==> config.mk <==
export PLATFORM = sky130hd
export DESIGN_NAME = ipr_prioritizer
export DESIGN_NICKNAME = d
export VERILOG_FILES = /design/src/rtl/ipr_stack.v /design/src/rtl/ipr_prioritizer.v
export VERILOG_INCLUDE_DIRS = /design/src /design/src/rtl
export SDC_FILE = /design/constraint.sdc
export NUM_CORES = 1
export LEC_CHECK = 0
export BUFFER_PORTS_ARGS = -buffer_cell sky130_fd_sc_hd__buf_4
export CAP_MARGIN = 20
export CORE_MARGIN = 5
export CORE_UTILIZATION = 45
export CTS_CLUSTER_SIZE = 8
export DETAILED_ROUTE_END_ITERATION = 7
export HOLD_SLACK_MARGIN = 0.12
export PLACE_DENSITY = 0.61
export SYNTH_ARGS = -nofsm -noshare
export SYNTH_HDL_FRONTEND = slang
export SYNTH_SLANG_ARGS = --single-unit
==> constraint.sdc <==
create_clock -name mclk -period 8 [get_ports mclk]
set_input_delay 0.4 -clock mclk [delete_from_list [all_inputs] [get_ports mclk]]
set_output_delay 0.4 -clock mclk [all_outputs]
set_load 0.03 [all_outputs]
==> src/rtl/ipr_map.vh <==
// Constants for the interrupt prioritizer: register offsets, field positions, codes, timing.
// Assumes an APB master on a 10 MHz clock; included by the design files by bare name.
// Notes on behaviour
// RULE1: input-mode shared pin interrupts unless masked
// RULE2: output mode drives pin from shared mask
// RULE3: remote ack write toggles shared mask
// RULE4: four internal sources, receiver source selectable
// RULE5: global enable gates all but non-maskable
// RULE6: swap and returns set, clear, restore enable
// RULE7: taking an interrupt clears global enable
// RULE8: mask bits zero to four per source
// RULE9: reset sets all five mask bits
// RULE10: masking delays, never discards, requests
// RULE11: highest-priority unmasked request wins each sample
// RULE12: vector is base, zeros, code, zeros
// RULE13: requests sampled on clock falling edges
// RULE14: push address, enable, flags onto twelve-deep stack
// RULE15: two-state internal call honours wait states
// RULE16: non-maskable caught on falling pin edge
// RULE17: remote holds pin low until recognized
// RULE18: direction bit resets to input
// RULE19: pin changes two states after ack
// RULE20: receiver select mapping is configurable
// RULE21: ack in input mode leaves mask alone
`ifndef IPR_MAP_VH
`define IPR_MAP_VH

// ----------------------------------------------------------------------
// Register byte offsets
// ----------------------------------------------------------------------
`define IPR_ADDR_MASK     12'h000
`define IPR_ADDR_AUX      12'h004
`define IPR_ADDR_BASE     12'h008
`define IPR_ADDR_REMOTE   12'h00c
`define IPR_ADDR_FLAGS    12'h010
`define IPR_ADDR_OPS      12'h014
`define IPR_ADDR_VECTOR   12'h018
`define IPR_ADDR_STACK    12'h01c

// ----------------------------------------------------------------------
// Field positions, mask width and reset value
// ----------------------------------------------------------------------
`define IPR_MASK_W        5
`define IPR_MASK_RST      5'h1f
`define IPR_BIT_SHMASK    3
`define IPR_SEL_LO        5
`define IPR_SEL_HI        6
`define IPR_AUX_GIE       0
`define IPR_AUX_DIR       1
`define IPR_REM_ACK       0
`define IPR_FLG_PIN       0
`define IPR_FLG_GIE       1

// Operation register: [1:0] action, [2] selects return (1) or swap (0), [3] pops on return.
`define IPR_OP_LEAVE      2'h0
`define IPR_OP_CLEAR      2'h1
`define IPR_OP_SET        2'h2
`define IPR_OP_RESTORE    2'h3

// ----------------------------------------------------------------------
// Vector codes
// ----------------------------------------------------------------------
`define IPR_CODE_NMI      3'h7
`define IPR_CODE_RX       3'h1
`define IPR_CODE_TXE      3'h2
`define IPR_CODE_LTA      3'h3
`define IPR_CODE_SHPIN    3'h4
`define IPR_CODE_EXP      3'h5

// Default receiver select mapping: value 0 queue full, 1 word ready, 2 and 3 busy.
`define IPR_RXMAP_DEF     8'ha4

// ----------------------------------------------------------------------
// Stack size and timing
// ----------------------------------------------------------------------
`define IPR_STACK_DEPTH   12
`define IPR_STACK_AW      4
`define IPR_STACK_W       16
`define IPR_ACK_DLY_T     2
`define IPR_CALL_T        2
`define IPR_WAIT_W        2

`endif

==> src/rtl/ipr_stack.v <==
// Twelve-entry return stack for interrupt context words.
// Assumes push and pop are never requested together; read data are registered.
`timescale 1ns/10ps
`default_nettype none
`include "ipr_map.vh"

module ipr_stack (
	input  wire                        mclk,
	input  wire                        rst,
	input  wire                        push,
	input  wire                        pop,
	input  wire [`IPR_STACK_W-1:0]     wdata,
	output reg  [`IPR_STACK_W-1:0]     rdata_q,
	output reg  [`IPR_STACK_AW-1:0]    depth_q
);

	reg [`IPR_STACK_W-1:0] mem [0:`IPR_STACK_DEPTH-1];
	wire full  = (depth_q == `IPR_STACK_DEPTH);
	wire empty = (depth_q == 4'h0);

	// Overflow drops the push rather than wrapping, so older context survives.
	always @(posedge mclk) begin
		if (push && !full)
			mem[depth_q] <= wdata;
	end

	always @(posedge mclk or posedge rst) begin
		if (rst) begin
			depth_q <= 4'h0;
			rdata_q <= 16'h0000;
		end else if (push && !full) begin
			depth_q <= depth_q + 4'h1;
			rdata_q <= wdata;
		end else if (pop && !empty) begin
			depth_q <= depth_q - 4'h1;
			rdata_q <= (depth_q > 4'h1) ? mem[depth_q - 4'h2] : 16'h0000;
		end
	end

endmodule // ipr_stack
`default_nettype wire

==> src/rtl/ipr_prioritizer.v <==
// Interrupt prioritizer: sources, masks, global enable, vector, call sequencer, shared pin.
// Assumes an APB master on mclk, synchronous inputs, and a core that drives insn_start.
//
// Decided for this implementation: the placing of the registers and the APB slave port.
`timescale 1ns/10ps
`default_nettype none
`include "ipr_map.vh"

module ipr_prioritizer (
	input  wire        mclk,
	input  wire        rst,
	// APB slave
	input  wire        psel,
	input  wire        penable,
	input  wire        pwrite,
	input  wire [11:0] paddr,
	input  wire [31:0] pwdata,
	output reg  [31:0] prdata,
	output wire        pready,
	output wire        pslverr,
	// Sources
	input  wire        nmi_n,
	input  wire        tx_queue_empty,
	input  wire        line_turnaround_irq,
	input  wire        expiry_irq,
	input  wire        rx_queue_full,
	input  wire        rx_word_ready,
	input  wire        rx_busy_irq,
	// Shared pin, three signals, oe low while driving
	input  wire        shared_irq_pin_in,
	output wire        shared_irq_pin_out,
	output wire        shared_irq_pin_oe_n,
	// Core handshake
	input  wire        insn_start,
	input  wire [15:0] next_pc,
	input  wire [3:0]  alu_flags,
	input  wire [1:0]  bank_pos,
	input  wire [1:0]  insn_waits,
	output reg         call_active_q,
	output reg         call_take_q,
	output reg  [15:0] vector_q,
	output wire [15:0] stack_top
);

	// ------------------------------------------------------------------
	// Registers
	// ------------------------------------------------------------------
	reg [`IPR_MASK_W-1:0] mask_q;
	reg [1:0]             rx_sel_q;
	reg                   global_irq_en_q;
	reg                   shared_pin_dir_q;
	reg [7:0]             vector_base_q;
	reg [7:0]             rx_map_q;
	reg                   pin_mirror_q;
	reg                   pin_drive_q;
	reg [1:0]             ack_dly_q;
	reg                   nmi_n_neg_q;
	reg                   nmi_prev_q;
	reg                   nmi_pend_q;
	reg [5:0]             req_neg_q;

	wire wr_en = psel && penable && pwrite;
	wire rd_en = psel && !pwrite;
	wire hit = (paddr == `IPR_ADDR_MASK) || (paddr == `IPR_ADDR_AUX) ||
		(paddr == `IPR_ADDR_BASE) || (paddr == `IPR_ADDR_REMOTE) ||
		(paddr == `IPR_ADDR_FLAGS) || (paddr == `IPR_ADDR_OPS) ||
		(paddr == `IPR_ADDR_VECTOR) || (paddr == `IPR_ADDR_STACK);

	assign pready  = 1'b1;
	assign pslverr = psel && penable && !hit;

	wire mask_wr   = wr_en && (paddr == `IPR_ADDR_MASK);
	wire aux_wr    = wr_en && (paddr == `IPR_ADDR_AUX);
	wire remote_wr = wr_en && (paddr == `IPR_ADDR_REMOTE);
	wire ops_wr    = wr_en && (paddr == `IPR_ADDR_OPS);
	wire ack_wr    = remote_wr && pwdata[`IPR_REM_ACK];

	// ------------------------------------------------------------------
	// Receiver source selection
	// ------------------------------------------------------------------
	wire [1:0] rx_map_ent = rx_map_q[2*rx_sel_q +: 2];
	reg        rx_src;
	always @* begin
		case (rx_map_ent) // see RULE4 see RULE20
			2'h0:    rx_src = rx_queue_full;
			2'h1:    rx_src = rx_word_ready;
			default: rx_src = rx_busy_irq;
		endcase
	end

	// ------------------------------------------------------------------
	// Falling-edge sampling
	// ------------------------------------------------------------------
	// Priority order index 0..5: nmi, rx, tx empty, turnaround, shared pin, expiry.
	wire shared_req = !shared_pin_dir_q && !shared_irq_pin_in; // see RULE1 see RULE17
	wire [5:0] raw_req = {expiry_irq, shared_req, line_turnaround_irq,
		tx_queue_empty, rx_src, 1'b0};

	// The negedge flops only capture; all decisions stay on the rising edge.
	always @(negedge mclk or posedge rst) begin
		if (rst) begin
			req_neg_q   <= 6'h00;
			nmi_n_neg_q <= 1'b1;
		end else begin
			req_neg_q   <= raw_req; // see RULE13
			nmi_n_neg_q <= nmi_n;
		end
	end

	// ------------------------------------------------------------------
	// Priority resolution
	// ------------------------------------------------------------------
	wire [5:0] enabled;
	assign enabled[0] = nmi_pend_q;
	genvar gi;
	generate
		for (gi = 1; gi < 6; gi = gi + 1) begin : g_en
			// Request stays pending while masked; nothing is latched away.
			assign enabled[gi] = req_neg_q[gi] && !mask_q[gi-1] && global_irq_en_q; // see RULE5 see RULE8 see RULE10
		end
	endgenerate

	reg [2:0] win_code;
	always @* begin
		if (enabled[0])      win_code = `IPR_CODE_NMI; // see RULE11
		else if (enabled[1]) win_code = `IPR_CODE_RX;
		else if (enabled[2]) win_code = `IPR_CODE_TXE;
		else if (enabled[3]) win_code = `IPR_CODE_LTA;
		else if (enabled[4]) win_code = `IPR_CODE_SHPIN;
		else                 win_code = `IPR_CODE_EXP;
	end
	wire any_req = |enabled;

	// ------------------------------------------------------------------
	// Internal call sequencer
	// ------------------------------------------------------------------
	localparam [2:0] ST_IDLE = 3'b001;
	localparam [2:0] ST_T1   = 3'b010;
	localparam [2:0] ST_T2   = 3'b100;
	reg [2:0]             state_q;
	reg [`IPR_WAIT_W-1:0] wait_q;

	wire take = (state_q == ST_IDLE) && insn_start && any_req;
	wire [15:0] push_word = {next_pc[15:7], global_irq_en_q, alu_flags, bank_pos};
	wire [3:0]  stk_depth;
	wire [15:0] stk_rdata;

	// Swap and return operations on the global enable.
	wire [1:0] op_act  = pwdata[1:0];
	wire       op_ret  = pwdata[2];
	wire       op_pop  = ops_wr && op_ret && pwdata[3];
	wire       saved_gie = stk_rdata[6];

	always @(posedge mclk or posedge rst) begin
		if (rst) begin
			state_q       <= ST_IDLE;
			wait_q        <= 2'h0;
			call_active_q <= 1'b0;
			call_take_q   <= 1'b0;
			vector_q      <= 16'h0000;
		end else begin
			call_take_q <= take;
			case (state_q)
				ST_IDLE: begin
					if (take) begin
						state_q       <= ST_T1;
						wait_q        <= insn_waits; // see RULE15
						call_active_q <= 1'b1;
						vector_q      <= {vector_base_q, 3'h0, win_code, 2'h0}; // see RULE12
					end
				end
				ST_T1: begin
					if (wait_q != 2'h0)
						wait_q <= wait_q - 2'h1;
					else
						state_q <= ST_T2;
				end
				ST_T2: begin
					state_q       <= ST_IDLE;
					call_active_q <= 1'b0;
				end
				default: begin
					state_q       <= ST_IDLE;
					call_active_q <= 1'b0;
				end
			endcase
		end
	end

	ipr_stack u_stack (
		.mclk    (mclk),
		.rst     (rst),
		.push    (take), // see RULE14
		.pop     (op_pop),
		.wdata   (push_word),
		.rdata_q (stk_rdata),
		.depth_q (stk_depth)
	);
	assign stack_top = stk_rdata;

	// ------------------------------------------------------------------
	// Non-maskable edge detect
	// ------------------------------------------------------------------
	always @(posedge mclk or posedge rst) begin
		if (rst) begin
			nmi_prev_q <= 1'b1;
			nmi_pend_q <= 1'b0;
		end else begin
			nmi_prev_q <= nmi_n_neg_q;
			if (nmi_prev_q && !nmi_n_neg_q)
				nmi_pend_q <= 1'b1; // see RULE16
			else if (take && win_code == `IPR_CODE_NMI)
				nmi_pend_q <= 1'b0;
		end
	end

	// ------------------------------------------------------------------
	// Control registers
	// ------------------------------------------------------------------
	always @(posedge mclk or posedge rst) begin
		if (rst) begin
			mask_q           <= `IPR_MASK_RST; // see RULE9
			rx_sel_q         <= 2'h0;
			global_irq_en_q  <= 1'b0;
			shared_pin_dir_q <= 1'b0; // see RULE18
			vector_base_q    <= 8'h00;
			rx_map_q         <= `IPR_RXMAP_DEF;
			ack_dly_q        <= 2'h0;
		end else begin
			// The delayed ack toggles the shared mask after the write ends.
			ack_dly_q <= {ack_dly_q[0], ack_wr && shared_pin_dir_q}; // see RULE21
			if (mask_wr) begin
				mask_q   <= pwdata[`IPR_MASK_W-1:0];
				rx_sel_q <= pwdata[`IPR_SEL_HI:`IPR_SEL_LO];
			end
			if (ack_dly_q[1])
				mask_q[`IPR_BIT_SHMASK] <= ~mask_q[`IPR_BIT_SHMASK]; // see RULE3 see RULE19
			if (wr_en && paddr == `IPR_ADDR_BASE)
				vector_base_q <= pwdata[7:0];
			if (wr_en && paddr == `IPR_ADDR_VECTOR)
				rx_map_q <= pwdata[7:0];
			if (aux_wr)
				shared_pin_dir_q <= pwdata[`IPR_AUX_DIR];
			// Recognition wins over any software change in the same cycle.
			if (take)
				global_irq_en_q <= 1'b0; // see RULE7
			else if (aux_wr)
				global_irq_en_q <= pwdata[`IPR_AUX_GIE]; // see RULE5
			else if (ops_wr) begin
				case (op_act) // see RULE6
					`IPR_OP_CLEAR:   global_irq_en_q <= 1'b0;
					`IPR_OP_SET:     global_irq_en_q <= 1'b1;
					`IPR_OP_RESTORE: global_irq_en_q <= op_ret ? saved_gie : global_irq_en_q;
					default:         global_irq_en_q <= global_irq_en_q;
				endcase
			end
		end
	end

	// ------------------------------------------------------------------
	// Shared pin drive and mirror
	// ------------------------------------------------------------------
	// Pin and mirror update at each instruction start, as with T1.
	always @(posedge mclk or posedge rst) begin
		if (rst) begin
			pin_drive_q  <= 1'b1;
			pin_mirror_q <= 1'b1;
		end else if (insn_start) begin
			pin_drive_q  <= mask_q[`IPR_BIT_SHMASK]; // see RULE2
			pin_mirror_q <= shared_pin_dir_q ? pin_drive_q : shared_irq_pin_in; // see RULE2
		end
	end
	assign shared_irq_pin_out  = pin_drive_q;
	assign shared_irq_pin_oe_n = !shared_pin_dir_q;

	// ------------------------------------------------------------------
	// Read mux
	// ------------------------------------------------------------------
	always @* begin
		prdata = 32'h0000_0000;
		if (rd_en) begin
			case (paddr)
				`IPR_ADDR_MASK:   prdata = {25'h0, rx_sel_q, mask_q};
				`IPR_ADDR_AUX:    prdata = {30'h0, shared_pin_dir_q, global_irq_en_q};
				`IPR_ADDR_BASE:   prdata = {24'h0, vector_base_q};
				`IPR_ADDR_REMOTE: prdata = {31'h0, mask_q[`IPR_BIT_SHMASK]}; // see RULE3
				`IPR_ADDR_FLAGS:  prdata = {30'h0, global_irq_en_q, pin_mirror_q};
				`IPR_ADDR_OPS:    prdata = {28'h0, stk_depth};
				`IPR_ADDR_VECTOR: prdata = {vector_q, 8'h00, rx_map_q};
				`IPR_ADDR_STACK:  prdata = {16'h0, stk_rdata};
				default:          prdata = 32'h0000_0000;
			endcase
		end
	end

endmodule // ipr_prioritizer
`default_nettype wire

==> flow_summary.ini <==
[power_and_ir_drop]
leakage_nw = 5.29
peakVddDrop_uv = 170
p_per_area_mw_per_mm2 = 327

[grt]
grt_pass1_wl_mm = 41.9
grt_usage_pct = 18.8
antenna_found_initial = 0
grt_max_degree = 58
grt_overflow = 0
grt_pass1_vias = 7157

[sta]
tightest_slew_ns = 0.967
finalSetupViolCount = 0
skew_ns = 0.0503
fin_ws_ns = 1.37
maxSlewHeadroom_pct = 35.5
hold_viol = 0
rsz0062_at_grt = false
slew_viol_final = 0
fin_tns_setup_ns = 0

[die]
coreArea_mm2 = 0.0251
initial_utilization_pct = 45.6
fp.dieW_um = 170
dieHeight_um = 170
io_pins = 152
row_count = 58
dieArea_mm2 = 0.0287

[detailed_routing]
wl_per_cell_um = 22.3
routed-via-count = 6811
drt_iter0_drc = 750
dr.pass1.iters = 6
postRouteAntennaNets = 0
viasPerCell = 5.65
route.final.wire_length_mm = 26.9
drc = 0

[clock_network]
cts_sinks = 267
ctsLongestPathBuffers = 3
h-tree-depth = 2
insertion_delay_ns = 0.56
clkSlewWorstSetupHoldPaths_ns = 0.05
cts-root-buf = clkbuf_16
cts_tree = done
numCtsBuffers = 39

[status]
status = complete, no violations

[job]
cap_violations = 0

[worst_setup_path]
critPathRequiredTime_ns = 8.13
path_max_fanout = 19
worst-setup-path-type = reg2reg
worstPathArrival_ns = 6.76
timing.rr.start = req_neg_q[4]$_DFF_NP0_
crit_start = req_neg_q[4]$_DFF_NP0_
start_kind = flip-flop
end_kind = flip-flop

[placed_design]
place_hpwl_mm = 17.9
pre_cts_ws_ns = 1.34
port_buffers = 109
place.gp.congestion = 0.894

[final_layout]
drive_above_1_share_pct = 33.1
finalNetCount = 951
ff_latch_area_mm2 = 0.00766
multi_input_area_mm2 = 0.00358
area_growth_pct = 20.8
diodes = 0
fillerInstances = 2012

[synth]
ys.flop_type = edfxtp_1
seq_area_frac_synth_pct = 66.9
synth_area_leaders = edfxtp_1 (50%), dfrtp_1 (12%), mux4_2 (10%), mux2_2 (3.4%), mux2i_1 (3.3%)
synth_seq_cells = 267
async_reset_ff_share_pct = 28.1
yosys.area.top_type_share_pct = 50.3
syn-cell-area_mm2 = 0.0115
synth_top_area_cell = edfxtp_1
syn_avg_cell_area_um2 = 15.9
netlist_instances = 721
yosys.cell_types.count = 56
synth_edf_count = 192
yosysWarnings = 0

[hold_path]
hp-class = in2reg
worstHoldStart = pwdata[5]
[kinds of logic (layout without fill, tap and decap cells)]
kind of cell	count (synthesis)	in the layout	synth area share [%]
buffers and inverters	63	208	2.51
AO/OA/AOI/OAI	102	102	5.54
other	2	11	0.0656
flip-flops	267	267	66.9
adder cells (fa/ha/maj)	8	8	0.874
AND/OR/NAND/NOR	151	151	7.07
multiplexers	124	124	16.8
XOR/XNOR	4	4	0.306
[synth_stat cells (2+ instances only)]
master,count
a21oi_1,16
nand3_1,4
dfrtn_1,5
inv_1,18
dfrtp_1,57
a31oi_1,2
a41oi_1,2
nand2_1,43
dfstp_2,13
and3_1,4
a22oi_1,5
and2_1,20
or3_1,2
clkbuf_1,19
nand3b_1,3
edfxtp_1,192
and3b_1,2
a21boi_0,16
nand2b_1,10
o211ai_1,2
a211oi_1,4
o32a_1,2
o21ai_0,42
mux2_2,35
conb_1,2
nor4_4,2
buf_1,11
a32oi_1,3
nand4_1,3
mux2i_1,38
buf_4,11
or4_1,2
nor3_1,14
ha_1,8
mux4_2,51
nor2_1,31
nor4_1,4
xnor2_1,4
a21o_1,2
[timing repair]
item | CTS | global route
hold buffers | 4 | 0
endpoints found under the hold margin | 13 | 0
gates resized for setup | 0 | 0
buffers inserted | 0 | 0
[power breakdown]
group / internal, mW / switching [mW] / leakage [nW]
Combinational: 0.552 / 0.734 / 2.12
Clock: 0.894 / 0.580 / 0.531
Sequential: 1.63 / 0.136 / 2.64
[state kept, by name (all words and copies together), names as in the netlist, 2 cells and up]
register and count:
vector_base_q 8, u_stack.depth_q 4, req_neg_q 5, wait_q 2, rx_sel_q 2, state_q 3
u_stack.mem 192, ack_dly_q 2, vector_q 11, u_stack.rdata_q 16, rx_map_q 8, mask_q 5
[worst max-delay path, stage by stage, from the launching register on]
cell      delay [ns]
dfrtn_1         0.39
nand2b_1        0.08
a41oi_1         0.41
o21ai_1         0.15
inv_2           0.39
and3_1          0.82
[final timing paths]
| kind | to | slack (ns) | depth (start not counted) |
|---|---|---|---|
| min reg2reg | ack_dly_q[1]$_DFF_PP0_ | 0.35 | 0 |
| min | rx_sel_q[0]$_DFFE_PP0P_ | 0.14 | 2 |
| max in group asynchronous | req_neg_q[1]$_DFF_NP0_ | 2.60 | 4 |
| min in group asynchronous | vector_q[2]$_DFFE_PP0P_ | 0.43 | 3 |
| max | u_stack.mem[2][3]$_DFFE_PP_ | 1.37 | 5 |
| max reg2reg | u_stack.mem[2][3]$_DFFE_PP_ | 1.37 | 5 |
[placed cells by master (no fill, tap or decap), types with 6 or more instances in the layout]
master / netlist / layout
o21ai_0: 42 / 42
inv_1: 18 / 17
mux2i_1: 38 / 38
buf_4: 11 / 130
dfstp_2: 13 / 13
nand2_1: 43 / 43
ha_1: 8 / 8
clkbuf_1: 19 / 12
mux4_2: 51 / 51
dfrtp_1: 57 / 55
nand2b_1: 10 / 10
mux2_2: 35 / 35
a21boi_0: 16 / 16
nor3_1: 14 / 9
edfxtp_1: 192 / 192
clkbuf_16: 0 / 39
nor3_2: 1 / 6
conb_1: 2 / 11
a21oi_1: 16 / 16
and2_1: 20 / 20
nor2_1: 31 / 31
[layer usage]
layer	up-vias	part of all wire (%)	global-route usage [%]
li1	3031	-	-
met1	3477	42	25.3
met2	256	49	31.0
met3	47	6.3	3.45
met4	0	2.7	6.79
met5	-	0	0
[metrics by stage]
stage	cells	instance area (um^2)	hold WS, ns	util, %	power [mW]
2_1_floorplan	730	11500	0.331	-	2.65
3_3_place_gp	1146	12700	0.341	50.6	3.05
3_5_place_dp	1146	12700	0.345	50.6	3.09
4_1_cts	1205	13800	0.126	55.1	4.58
5_1_grt	1205	13800	0.131	55.1	4.76
6_report	1205	13800	0.145	55.1	4.53
[layout make-up]
type                    count  area share (%)
clock buffers              51            7.37
clock inverters             5           0.587
inverters                  18           0.488
multi-input cells         400            25.9
flip-flops and latches    267            55.4
well taps                 330            2.98
repair buffers            134            7.34
Power figures use the tool's default switching activity.
